`config.mk`:
```
export PLATFORM = sky130hd
export DESIGN_NAME = pfsa_top
export DESIGN_NICKNAME = d
export VERILOG_FILES = /design/src/rtl/pfsa_pkg.sv /design/src/rtl/pfsa_top.sv /design/src/rtl/pfsa_unlock.sv /design/src/rtl/pfsa_timer.sv
export SDC_FILE = /design/constraint.sdc
export NUM_CORES = 1
export LEC_CHECK = 0
export BUFFER_PORTS_ARGS = -buffer_cell sky130_fd_sc_hd__buf_2
export CORE_MARGIN = 3
export CORE_UTILIZATION = 45
export CTS_CLUSTER_DIAMETER = 120
export DETAILED_ROUTE_END_ITERATION = 10
export PLACE_DENSITY = 0.68
export SLEW_MARGIN = 30
export SYNTH_ARGS = -nofsm -noshare
export SYNTH_HDL_FRONTEND = slang
export SYNTH_SLANG_ARGS = --single-unit
```
`constraint.sdc`:
```
create_clock -name CLOCK_I -period 2.24 [get_ports CLOCK_I]
set_clock_uncertainty 0.1 [all_clocks]
set_input_delay 0.224 -clock CLOCK_I [delete_from_list [all_inputs] [get_ports CLOCK_I]]
set_output_delay 0.224 -clock CLOCK_I [all_outputs]
set_load 0.01 [all_outputs]
```
`src/rtl/pfsa_pkg.sv`:
```
// constants and types shared by the program flash self-access block
package pfsa_pkg;

    localparam int unsigned BYTE_W        = 8;
    localparam int unsigned DATA_W        = 14;
    localparam int unsigned ADDR_W        = 10;
    localparam int unsigned DATA_HI_W     = DATA_W - BYTE_W;
    localparam int unsigned ADDR_HI_W     = ADDR_W - BYTE_W;
    localparam int unsigned BLOCK_WORDS   = 4;
    localparam int unsigned ROW_LSB       = 4;
    localparam int unsigned BLOCK_LSB     = 2;

    localparam logic [7:0] RST_BYTE       = 8'h00;
    localparam logic [7:0] UNLOCK_FIRST   = 8'h55;
    localparam logic [7:0] UNLOCK_SECOND  = 8'hAA;
    localparam logic [1:0] POS_LAST       = 2'h3;

    localparam int unsigned CTRL_RD_BIT     = 0;
    localparam int unsigned CTRL_WR_BIT     = 1;
    localparam int unsigned CTRL_PERMIT_BIT = 2;

    // write-protect select codes and the top of each protected range
    localparam logic [1:0] WP_NONE        = 2'h3;
    localparam logic [1:0] WP_LOW256      = 2'h2;
    localparam logic [1:0] WP_LOW512      = 2'h1;
    localparam logic [9:0] WP_LOW256_TOP  = 10'h0FF;
    localparam logic [9:0] WP_LOW512_TOP  = 10'h1FF;

    // instruction cycles of read gap and write set-up
    localparam logic [1:0] READ_GAP_CYC   = 2'h2;
    localparam logic [1:0] WR_SETUP_CYC   = 2'h2;

    // self timing
    localparam int unsigned CLK_MHZ       = 50;
    localparam int unsigned ERASE_TIME_US = 4000;
    localparam int unsigned PROG_TIME_US  = 2000;
    localparam int unsigned ERASE_CYC     = ERASE_TIME_US * CLK_MHZ;
    localparam int unsigned PROG_CYC      = PROG_TIME_US * CLK_MHZ;
    localparam int unsigned TIMER_W       = 18;

    typedef enum logic [2:0] {
        SEL_DATA_LO = 3'b000,
        SEL_DATA_HI = 3'b001,
        SEL_ADDR_LO = 3'b010,
        SEL_ADDR_HI = 3'b011,
        SEL_CTRL    = 3'b100,
        SEL_UNLOCK  = 3'b101
    } pfsa_sel_e;

    typedef struct packed {
        logic            wr;
        logic            rd;
        pfsa_sel_e       sel;
        logic [7:0]      wdata;
    } pfsa_sfr_req_s;

    typedef struct packed {
        logic                          rd;
        logic                          erase;
        logic                          prog;
        logic [ADDR_W-1:0]             addr;
        logic [BLOCK_WORDS-1:0][DATA_W-1:0] words;
    } pfsa_flash_cmd_s;

endpackage

```
`src/rtl/pfsa_top.sv`:
```
// program flash self-access controller
//
// How it works
// - data low and high registers hold one 14-bit word for read and write
// - address low and high form a 10-bit word address, 000h to 3FFh
// - one word per read, four-word block per write
// - last word of block erases the row, then programs the block
// - erase and program times come from an internal timer
// - self read and write ignore the code-protect setting
// - write-protect select blocks writes to ranges; reads always allowed
// - code-protect active denies the serial programming port access
// - software writes of zero to read and write triggers are ignored
// - hardware clears read and write triggers when the operation ends
// - writes need write permit set; permit resets to zero
// - unlock register has no storage and reads as zero
// - unlock writes only arm the write sequence
// - data low register carries word bits 7 to 0
// - address low register carries address bits 7 to 0
// - array reached only through these registers, in normal execution
// - second instruction after read trigger does access; data next cycle
// - positions 0-2 only load buffer; position 3 erases 16, commits 4
// - address high keeps two bits; upper bits read zero
`timescale 1ns/10ps
module pfsa_top
#(
    parameter int unsigned ERASE_CYC = pfsa_pkg::ERASE_CYC,
    parameter int unsigned PROG_CYC  = pfsa_pkg::PROG_CYC
)
(
    input  wire logic                     CLOCK_I,
    input  wire logic                     RST_B_I,
    input  wire logic                     INSN_EN_I,
    input  wire pfsa_pkg::pfsa_sfr_req_s  SFR_REQ_I,
    output logic [7:0]                    SFR_RDATA_O,
    input  wire logic [13:0]              FLASH_RDATA_I,
    output pfsa_pkg::pfsa_flash_cmd_s     FLASH_O,
    output logic                          CPU_IGNORE_O,
    output logic                          CPU_HALT_O,
    input  wire logic [1:0]               WRITE_PROTECT_SELECT_I,
    input  wire logic                     CODE_PROTECT_N_I,
    input  wire logic                     SERPROG_REQ_I,
    output logic                          SERPROG_GRANT_O
);

    if (ERASE_CYC < 1 || ERASE_CYC >= (1 << pfsa_pkg::TIMER_W))
    begin : g_chk_erase
        $error("erase count does not fit the timer");
    end
    if (PROG_CYC < 1 || PROG_CYC >= (1 << pfsa_pkg::TIMER_W))
    begin : g_chk_prog
        $error("program count does not fit the timer");
    end

    typedef enum logic [2:0] {
        ST_IDLE      = 3'b000,
        ST_RD_WAIT   = 3'b001,
        ST_RD_ACCESS = 3'b010,
        ST_WR_SETUP  = 3'b011,
        ST_ERASE     = 3'b100,
        ST_PROG      = 3'b101
    } pfsa_st_e;

    localparam int unsigned DW  = pfsa_pkg::DATA_W;
    localparam int unsigned AW  = pfsa_pkg::ADDR_W;
    localparam int unsigned DHW = pfsa_pkg::DATA_HI_W;
    localparam int unsigned AHW = pfsa_pkg::ADDR_HI_W;
    localparam int unsigned TW  = pfsa_pkg::TIMER_W;

    // is the address inside a write-protected range
    function automatic logic wp_blocks(input logic [1:0] sel, input logic [AW-1:0] a);
        logic r;
        r = 1'b0;
        case (sel)
            pfsa_pkg::WP_NONE:   r = 1'b0;
            pfsa_pkg::WP_LOW256: r = (a <= pfsa_pkg::WP_LOW256_TOP);
            pfsa_pkg::WP_LOW512: r = (a <= pfsa_pkg::WP_LOW512_TOP);
            default:             r = 1'b1;
        endcase
        return r;
    endfunction

    ////////////////////////////////////////////////////////////////////////
    // register state
    pfsa_st_e                   state_q;
    pfsa_st_e                   state_d;
    logic [7:0]                 data_lo_q;
    logic [7:0]                 data_lo_d;
    logic [DHW-1:0]             data_hi_q;
    logic [DHW-1:0]             data_hi_d;
    logic [7:0]                 addr_lo_q;
    logic [7:0]                 addr_lo_d;
    logic [AHW-1:0]             addr_hi_q;
    logic [AHW-1:0]             addr_hi_d;
    logic                       permit_q;
    logic                       permit_d;
    logic                       rd_q;
    logic                       rd_d;
    logic                       wr_q;
    logic                       wr_d;
    logic [1:0]                 icnt_q;
    logic [1:0]                 icnt_d;
    logic [7:0]                 rdata_q;
    logic [7:0]                 rdata_d;
    logic [3:0][DW-1:0]         buf_q;
    logic [3:0][DW-1:0]         buf_d;

    logic                       sfr_wr;
    logic                       ctrl_wr;
    logic                       rd_set;
    logic                       wr_set;
    logic                       armed;
    logic                       wr_ok;
    logic [AW-1:0]              addr;
    logic [DW-1:0]              word;
    logic                       tmr_start;
    logic [TW-1:0]              tmr_load;
    logic                       tmr_done;

    assign sfr_wr  = SFR_REQ_I.wr;
    assign ctrl_wr = sfr_wr && SFR_REQ_I.sel == pfsa_pkg::SEL_CTRL;
    assign rd_set  = ctrl_wr && SFR_REQ_I.wdata[pfsa_pkg::CTRL_RD_BIT];
    assign wr_set  = ctrl_wr && SFR_REQ_I.wdata[pfsa_pkg::CTRL_WR_BIT];
    assign addr    = {addr_hi_q, addr_lo_q};
    assign word    = {data_hi_q, data_lo_q};
    // code protect deliberately not a term here
    assign wr_ok   = armed && permit_q
                     && !wp_blocks(WRITE_PROTECT_SELECT_I, addr);

    pfsa_unlock u_unlock
    (
        .clk_i       (CLOCK_I),
        .rst_b_i     (RST_B_I),
        .wr_i        (sfr_wr),
        .is_unlock_i (SFR_REQ_I.sel == pfsa_pkg::SEL_UNLOCK),
        .wdata_i     (SFR_REQ_I.wdata),
        .armed_o     (armed)
    );

    pfsa_timer #(.CNT_W(TW)) u_timer
    (
        .clk_i   (CLOCK_I),
        .rst_b_i (RST_B_I),
        .start_i (tmr_start),
        .load_i  (tmr_load),
        .busy_o  (),
        .done_o  (tmr_done)
    );

    ////////////////////////////////////////////////////////////////////////
    // sequencer and register file next state
    always_comb
    begin
        state_d   = state_q;
        data_lo_d = data_lo_q;
        data_hi_d = data_hi_q;
        addr_lo_d = addr_lo_q;
        addr_hi_d = addr_hi_q;
        permit_d  = permit_q;
        rd_d      = rd_q;
        wr_d      = wr_q;
        icnt_d    = icnt_q;
        buf_d     = buf_q;
        tmr_start = 1'b0;
        tmr_load  = '0;
        // software writes
        if (sfr_wr)
        begin
            case (SFR_REQ_I.sel)
                pfsa_pkg::SEL_DATA_LO: data_lo_d = SFR_REQ_I.wdata;
                pfsa_pkg::SEL_DATA_HI: data_hi_d = SFR_REQ_I.wdata[DHW-1:0];
                pfsa_pkg::SEL_ADDR_LO: addr_lo_d = SFR_REQ_I.wdata;
                pfsa_pkg::SEL_ADDR_HI: addr_hi_d = SFR_REQ_I.wdata[AHW-1:0];
                pfsa_pkg::SEL_CTRL:    permit_d  = SFR_REQ_I.wdata[pfsa_pkg::CTRL_PERMIT_BIT];
                default:               permit_d  = permit_q;
            endcase
        end
        case (state_q)
            ST_IDLE:
            begin
                icnt_d = 2'h0;
                if (rd_set)
                begin
                    rd_d    = 1'b1;
                    state_d = ST_RD_WAIT;
                end
                else if (wr_set && wr_ok)
                begin
                    wr_d                   = 1'b1;
                    buf_d[addr_lo_q[1:0]]  = word;
                    state_d                = ST_WR_SETUP;
                end
            end
            ST_RD_WAIT:
            begin
                if (INSN_EN_I)
                begin
                    icnt_d = icnt_q + 2'h1;
                    if (icnt_q + 2'h1 == pfsa_pkg::READ_GAP_CYC)
                        state_d = ST_RD_ACCESS;
                end
            end
            ST_RD_ACCESS:
            begin
                if (INSN_EN_I)
                begin
                    data_lo_d = FLASH_RDATA_I[7:0];
                    data_hi_d = FLASH_RDATA_I[DW-1:8];
                    rd_d      = 1'b0;
                    state_d   = ST_IDLE;
                end
            end
            ST_WR_SETUP:
            begin
                if (INSN_EN_I)
                begin
                    icnt_d = icnt_q + 2'h1;
                    if (icnt_q + 2'h1 == pfsa_pkg::WR_SETUP_CYC)
                    begin
                        if (addr_lo_q[1:0] == pfsa_pkg::POS_LAST)
                        begin
                            tmr_start = 1'b1;
                            tmr_load  = TW'(ERASE_CYC);
                            state_d   = ST_ERASE;
                        end
                        else
                        begin
                            wr_d    = 1'b0;
                            state_d = ST_IDLE;
                        end
                    end
                end
            end
            ST_ERASE:
            begin
                if (tmr_done)
                begin
                    tmr_start = 1'b1;
                    tmr_load  = TW'(PROG_CYC);
                    state_d   = ST_PROG;
                end
            end
            ST_PROG:
            begin
                if (tmr_done)
                begin
                    wr_d    = 1'b0;
                    state_d = ST_IDLE;
                end
            end
            default:
            begin
                rd_d    = 1'b0;
                wr_d    = 1'b0;
                state_d = ST_IDLE;
            end
        endcase
    end

    ////////////////////////////////////////////////////////////////////////
    // read-back, registered
    always_comb
    begin
        rdata_d = rdata_q;
        if (SFR_REQ_I.rd)
        begin
            case (SFR_REQ_I.sel)
                pfsa_pkg::SEL_DATA_LO: rdata_d = data_lo_q;
                pfsa_pkg::SEL_DATA_HI: rdata_d = {{(8-DHW){1'b0}}, data_hi_q};
                pfsa_pkg::SEL_ADDR_LO: rdata_d = addr_lo_q;
                pfsa_pkg::SEL_ADDR_HI: rdata_d = {{(8-AHW){1'b0}}, addr_hi_q};
                pfsa_pkg::SEL_CTRL:    rdata_d = {5'h00, permit_q, wr_q, rd_q};
                default:               rdata_d = pfsa_pkg::RST_BYTE;
            endcase
        end
    end

    always_ff @(posedge CLOCK_I or negedge RST_B_I)
    begin
        if (!RST_B_I)
        begin
            state_q   <= ST_IDLE;
            data_lo_q <= pfsa_pkg::RST_BYTE;
            data_hi_q <= '0;
            addr_lo_q <= pfsa_pkg::RST_BYTE;
            addr_hi_q <= '0;
            permit_q  <= 1'b0;
            rd_q      <= 1'b0;
            wr_q      <= 1'b0;
            icnt_q    <= 2'h0;
            rdata_q   <= pfsa_pkg::RST_BYTE;
            buf_q     <= '0;
        end
        else
        begin
            state_q   <= state_d;
            data_lo_q <= data_lo_d;
            data_hi_q <= data_hi_d;
            addr_lo_q <= addr_lo_d;
            addr_hi_q <= addr_hi_d;
            permit_q  <= permit_d;
            rd_q      <= rd_d;
            wr_q      <= wr_d;
            icnt_q    <= icnt_d;
            rdata_q   <= rdata_d;
            buf_q     <= buf_d;
        end
    end

    ////////////////////////////////////////////////////////////////////////
    // serial programming port gate
    logic [2:0] sp_sync_q;
    logic [2:0] sp_sync_d;
    logic       sp_req_q;
    logic       sp_req_d;

    always_comb
    begin
        sp_sync_d = {sp_sync_q[1:0], SERPROG_REQ_I};
        sp_req_d  = sp_req_q;
        if (sp_sync_q[1] == sp_sync_q[2])
            sp_req_d = sp_sync_q[2];
    end

    always_ff @(posedge CLOCK_I or negedge RST_B_I)
    begin
        if (!RST_B_I)
        begin
            sp_sync_q <= 3'h0;
            sp_req_q  <= 1'b0;
        end
        else
        begin
            sp_sync_q <= sp_sync_d;
            sp_req_q  <= sp_req_d;
        end
    end

    assign SERPROG_GRANT_O = sp_req_q && CODE_PROTECT_N_I;

    ////////////////////////////////////////////////////////////////////////
    // outputs toward the array and the core
    assign SFR_RDATA_O   = rdata_q;
    assign FLASH_O.rd    = (state_q == ST_RD_ACCESS);
    assign FLASH_O.erase = (state_q == ST_ERASE);
    assign FLASH_O.prog  = (state_q == ST_PROG);
    assign FLASH_O.addr  = (state_q == ST_ERASE) ? {addr[AW-1:pfsa_pkg::ROW_LSB], 4'h0} :
                           (state_q == ST_PROG)  ? {addr[AW-1:pfsa_pkg::BLOCK_LSB], 2'h0} :
                           addr;
    assign FLASH_O.words = buf_q;
    assign CPU_IGNORE_O  = (state_q == ST_RD_ACCESS);
    assign CPU_HALT_O    = (state_q == ST_ERASE) || (state_q == ST_PROG);

    ////////////////////////////////////////////////////////////////////////
    // checks
    AST_RD_HELD: assert property (@(posedge CLOCK_I) disable iff (!RST_B_I)
        rd_q && state_q != ST_RD_ACCESS |=> rd_q)
        else $error("read trigger dropped early");
    AST_WR_HELD: assert property (@(posedge CLOCK_I) disable iff (!RST_B_I)
        wr_q && (state_q == ST_ERASE || (state_q == ST_PROG && !tmr_done)) |=> wr_q)
        else $error("write trigger dropped during write");
    AST_RD_LATCH: assert property (@(posedge CLOCK_I) disable iff (!RST_B_I)
        state_q == ST_RD_ACCESS && INSN_EN_I
        |=> !rd_q && state_q == ST_IDLE && word == $past(FLASH_RDATA_I))
        else $error("read word not latched");
    AST_NO_PERMIT: assert property (@(posedge CLOCK_I) disable iff (!RST_B_I)
        state_q == ST_IDLE && wr_set && !rd_set && !permit_q |=> state_q == ST_IDLE && !wr_q)
        else $error("write started without permit");
    AST_LOCKED: assert property (@(posedge CLOCK_I) disable iff (!RST_B_I)
        state_q == ST_IDLE && wr_set && !rd_set && !armed |=> !wr_q)
        else $error("write started without unlock");
    AST_UNLOCK_ZERO: assert property (@(posedge CLOCK_I) disable iff (!RST_B_I)
        SFR_REQ_I.rd && SFR_REQ_I.sel == pfsa_pkg::SEL_UNLOCK |=> SFR_RDATA_O == 8'h00)
        else $error("unlock register read nonzero");
    AST_ADDR_HI: assert property (@(posedge CLOCK_I) disable iff (!RST_B_I)
        SFR_REQ_I.rd && SFR_REQ_I.sel == pfsa_pkg::SEL_ADDR_HI
        |=> SFR_RDATA_O == {6'h00, $past(addr_hi_q)})
        else $error("address high read wrong");
    AST_ERASE_PROG: assert property (@(posedge CLOCK_I) disable iff (!RST_B_I)
        $fell(FLASH_O.erase) |-> FLASH_O.prog && FLASH_O.addr[1:0] == 2'h0)
        else $error("erase not followed by program");
    AST_SP_DENY: assert property (@(posedge CLOCK_I) disable iff (!RST_B_I)
        !CODE_PROTECT_N_I |-> !SERPROG_GRANT_O)
        else $error("serial port granted under code protect");

endmodule

```
`src/rtl/pfsa_unlock.sv`:
```
// unlock pattern tracker for the flash write sequence
`timescale 1ns/10ps
module pfsa_unlock
(
    input  wire logic       clk_i,
    input  wire logic       rst_b_i,
    input  wire logic       wr_i,
    input  wire logic       is_unlock_i,
    input  wire logic [7:0] wdata_i,
    output logic            armed_o
);

    typedef enum logic [1:0] {
        UL_IDLE  = 2'b00,
        UL_GOT1  = 2'b01,
        UL_ARMED = 2'b10
    } pfsa_ul_e;

    pfsa_ul_e st_q;
    pfsa_ul_e st_d;

    ////////////////////////////////////////////////////////////////////////
    // any other register write drops the arm
    always_comb
    begin
        st_d = st_q;
        if (wr_i)
        begin
            if (!is_unlock_i)
                st_d = UL_IDLE;
            else if (wdata_i == pfsa_pkg::UNLOCK_FIRST)
                st_d = UL_GOT1;
            else if (wdata_i == pfsa_pkg::UNLOCK_SECOND && st_q == UL_GOT1)
                st_d = UL_ARMED;
            else
                st_d = UL_IDLE;
        end
    end

    always_ff @(posedge clk_i or negedge rst_b_i)
    begin
        if (!rst_b_i)
            st_q <= UL_IDLE;
        else
            st_q <= st_d;
    end

    assign armed_o = (st_q == UL_ARMED);

endmodule

```
`src/rtl/pfsa_timer.sv`:
```
// down-counter that times erase and program pulses
`timescale 1ns/10ps
module pfsa_timer
#(
    parameter int unsigned CNT_W = 18
)
(
    input  wire logic             clk_i,
    input  wire logic             rst_b_i,
    input  wire logic             start_i,
    input  wire logic [CNT_W-1:0] load_i,
    output logic                  busy_o,
    output logic                  done_o
);

    if (CNT_W < 2)
    begin : g_chk_width
        $error("timer width too small");
    end

    logic [CNT_W-1:0] cnt_q;
    logic [CNT_W-1:0] cnt_d;

    always_comb
    begin
        cnt_d = cnt_q;
        if (start_i)
            cnt_d = load_i;
        else if (cnt_q != '0)
            cnt_d = cnt_q - 1'b1;
    end

    always_ff @(posedge clk_i or negedge rst_b_i)
    begin
        if (!rst_b_i)
            cnt_q <= '0;
        else
            cnt_q <= cnt_d;
    end

    assign busy_o = (cnt_q != '0);
    assign done_o = (cnt_q == {{(CNT_W-1){1'b0}}, 1'b1});

endmodule

```
==> flow_summary.json <==
{
  "synthToLayoutAreaGrowth_pct": 27.9,
  "synth.cell_area_mm2": 0.00557,
  "tightest_slew_ps": 542,
  "hold-path-endpoint": "addr_lo_q[7]$_DFFE_PN0P_",
  "dp_hpwl_um": 10200,
  "clkSinkCount": 120,
  "slew_headroom_pct": 63.9,
  "synth_top_area_share_pct": 54.0,
  "grt_pass1_vias": 4424,
  "hold_start": "SFR_REQ_I[7]",
  "layout.nets": 650,
  "placed_cell_area_mm2": 0.00640,
  "holdPathStages": 2,
  "place_congestion": 0.926,
  "slew_violations": 0,
  "cp-end-kind": "flip-flop",
  "r2r-end": "u_timer.cnt_q[11]$_DFFE_PN0P_",
  "antenna_cells": 0,
  "cts_resized": 0,
  "viasPerCell": 5.39,
  "p_per_area_mw_per_mm2": 838,
  "grt_start_max_net_pins": 75,
  "cap_violations": 0,
  "leakage_nw": 3.50,
  "hold_viol": 0,
  "dieWidth_um": 117,
  "layout_commonest_cell": "dfrtp_1",
  "synthArstFlopShare_pct": 100,
  "crit-reg2reg-launch": "u_timer.cnt_q[14]$_DFFE_PN0P_",
  "first_pass_iters": 5,
  "hold_path_class": "in -> reg",
  "core_mm2": 0.0118,
  "outcome": "finished clean",
  "ir_worst_vdd_mv": 0.641,
  "maxClockFrequency_ghz": 0.474,
  "fillCellCount": 989,
  "die_y_um": 117,
  "wl_um": 14600,
  "yosys_most_used_dff": "dfrtp_1",
  "drc": 0,
  "clkTransAtPathRegs_ps": 50,
  "rows": 39,
  "clk_latency_ps": 410,
  "ys_ff_latch": 120,
  "worst-path-max-fanout": 6,
  "cp.arrival_ps": 2270,
  "cp-start-kind": "flip-flop",
  "period_share_pct": 94.1,
  "synth-edff-count": 0,
  "start_util_pct": 47.3,
  "fin_tns_setup_ps": 0,
  "cts_tree": "built",
  "rrSetupSlack_ps": 130,
  "antenna_found_initial": 1,
  "reg2regPathDepth": 5,
  "critPathKind": "reg -> reg",
  "postLayoutCellArea_mm2": 0.00712,
  "wire_per_inst_um": 18.4,
  "layout_common_cells": "120 x dfrtp_1, 112 x buf_2, 59 x mux2_2, 28 x nor2_1, 28 x nand2_1",
  "gr-usage-all-layers_pct": 22.4,
  "overflow": 0,
  "cts_buffers": 17,
  "port_buffers": 113,
  "syn-num-nets": 506,
  "setup.worst_path.start": "u_timer.cnt_q[14]$_DFFE_PN0P_",
  "grt_first_pass_wirelength_um": 23200,
  "synth_cells": 469,
  "dr_total_vias": 4249,
  "yosys.area.top_type": "dfrtp_1",
  "postSynthAreaPerCell_um2": 11.9,
  "clk_path_buf_depth": 2,
  "detailedRoute.firstIterationViolations": 319,
  "drive_above_1_share_pct": 37.1,
  "rsz0062_at_grt": "no",
  "period_minus_slack_ps": 2110,
  "htreeDepth": 4,
  "cts_root_buffer": "clkbuf_16",
  "synth_area_leaders": "dfrtp_1 54%, mux2_2 12%, mux2i_1 4.3%",
  "synth_warnings": 0,
  "synth_cell_type_count": 61,
  "cp.required_ps": 2400,
  "ys_seq_area_share_pct": 54.0,
  "finalSetupViolCount": 0,
  "antenna_left": 0,
  "pin_count": 114,
  "dieArea_mm2": 0.0137
}
## cell families after synthesis
family	after synthesis	synth area share, %
AOI/OAI and AO/OA	72	8.52
and+or+nand+nor	130	13.3
xor gates and xnor gates	12	1.89
muxes	93	18.3
adders and majority gates	4	0.854
buffers and inverters	38	3.22
DFF	120	54.0
## routing by layer
metal  vias up  part of all wire, %  track usage (%)
met1      2126                   45             29.8
met4         2                  1.3             6.12
li1       1976                    -                -
met2       126                   48             35.3
met3        19                  5.7             7.40
met5         -                0.048                0
## worst max-delay path by stage
stage | endpoint | slack, ps | depth (start not counted)
4_1_cts | FLASH_O[6]$_DFFE_PN0P_ | 160 | 8
5_1_grt | u_timer.cnt_q[11]$_DFFE_PN0P_ | 4 | 5
3_5_place_dp | FLASH_O[4]$_DFFE_PN0P_ | 200 | 7
6_report | u_timer.cnt_q[11]$_DFFE_PN0P_ | 130 | 5
2_1_floorplan | u_timer.cnt_q[2]$_DFFE_PN0P_ | 170 | 6
3_3_place_gp | FLASH_O[0]$_DFFE_PN0P_ | 250 | 7
## repair_timing
action / CTS / global route
endpoints found under the hold margin: 137 / 0
hold buffers: 18 / 0
buffers inserted: 0 / 0
## through the flow
step / worst slack, ps / power [mW] / util, % / hold WS (ps) / instances
floorplan: 167 / 3.12 / - / -172 / 469
global placement: 249 / 3.45 / 54.4 / -57.3 / 740
detailed placement: 200 / 3.49 / 54.4 / -57.7 / 740
CTS: 162 / 6.01 / 60.5 / 10.7 / 789
global route: 3.91 / 6.25 / 60.5 / 13.0 / 789
finish: 132 / 5.96 / 60.5 / 24.3 / 789
## registers in the layout, indices dropped and copies added (netlist names), 2 cells and up
signal and count:
FLASH_O 56, SFR_RDATA_O 8, addr_hi_q 2, addr_lo_q 8, data_hi_q 6, data_lo_q 8
icnt_q 2, sp_sync_q 3, state_q 3, u_timer.cnt_q 18, u_unlock.st_q 2
## cell type report
| type | count | area (µm²) | share of cell area (%) |
|---|---|---|---|
| clock buffer | 28 | 497 | 6.98 |
| inverter | 10 | 37.5 | 0.527 |
| timing repair buffer | 153 | 951 | 13.4 |
| tap | 164 | 205 | 2.88 |
| clock inverter | 3 | 40.0 | 0.563 |
| multi-input combinational | 311 | 2380 | 33.5 |
| sequential | 120 | 3000 | 42.2 |
## cell usage after synthesis (2+ instances only)
cell,n
nand2b_1,6
mux2_1,10
buf_4,5
o221ai_1,2
a22oi_1,5
inv_1,10
or2_2,3
nand2_1,28
xnor2_1,6
o21a_1,2
or3_1,2
ha_1,3
a211oi_1,3
and2_1,4
clkbuf_1,12
a21oi_1,8
nand3_1,8
nor2_1,28
o21ai_0,24
buf_2,8
nor2b_1,12
buf_1,2
o31ai_1,2
nand4_1,6
nor3_1,11
a31oi_1,3
nand3b_2,2
a22o_1,3
mux2_2,59
dfrtp_1,120
and3_1,2
mux2i_1,24
nor4_1,3
o22ai_1,7
nand4b_1,4
a21o_1,2
xor2_1,6
## worst max-delay path, cell delays in order, from the launching register on
cell and delay, ps:
dfrtp_1 390, nor4_1 460, and4_1 400, o211ai_1 230, nand2_1 260, o21ai_0 130
## power breakdown
group / switching, mW / total (mW) / internal (mW)
Clock: 0.874 / 2.48 / 1.60
Combinational: 0.404 / 0.775 / 0.371
Sequential: 0.313 / 2.71 / 2.40
Total: 1.59 / 5.96 / 4.37
Note: power is estimated with default switching activity, not from simulation.
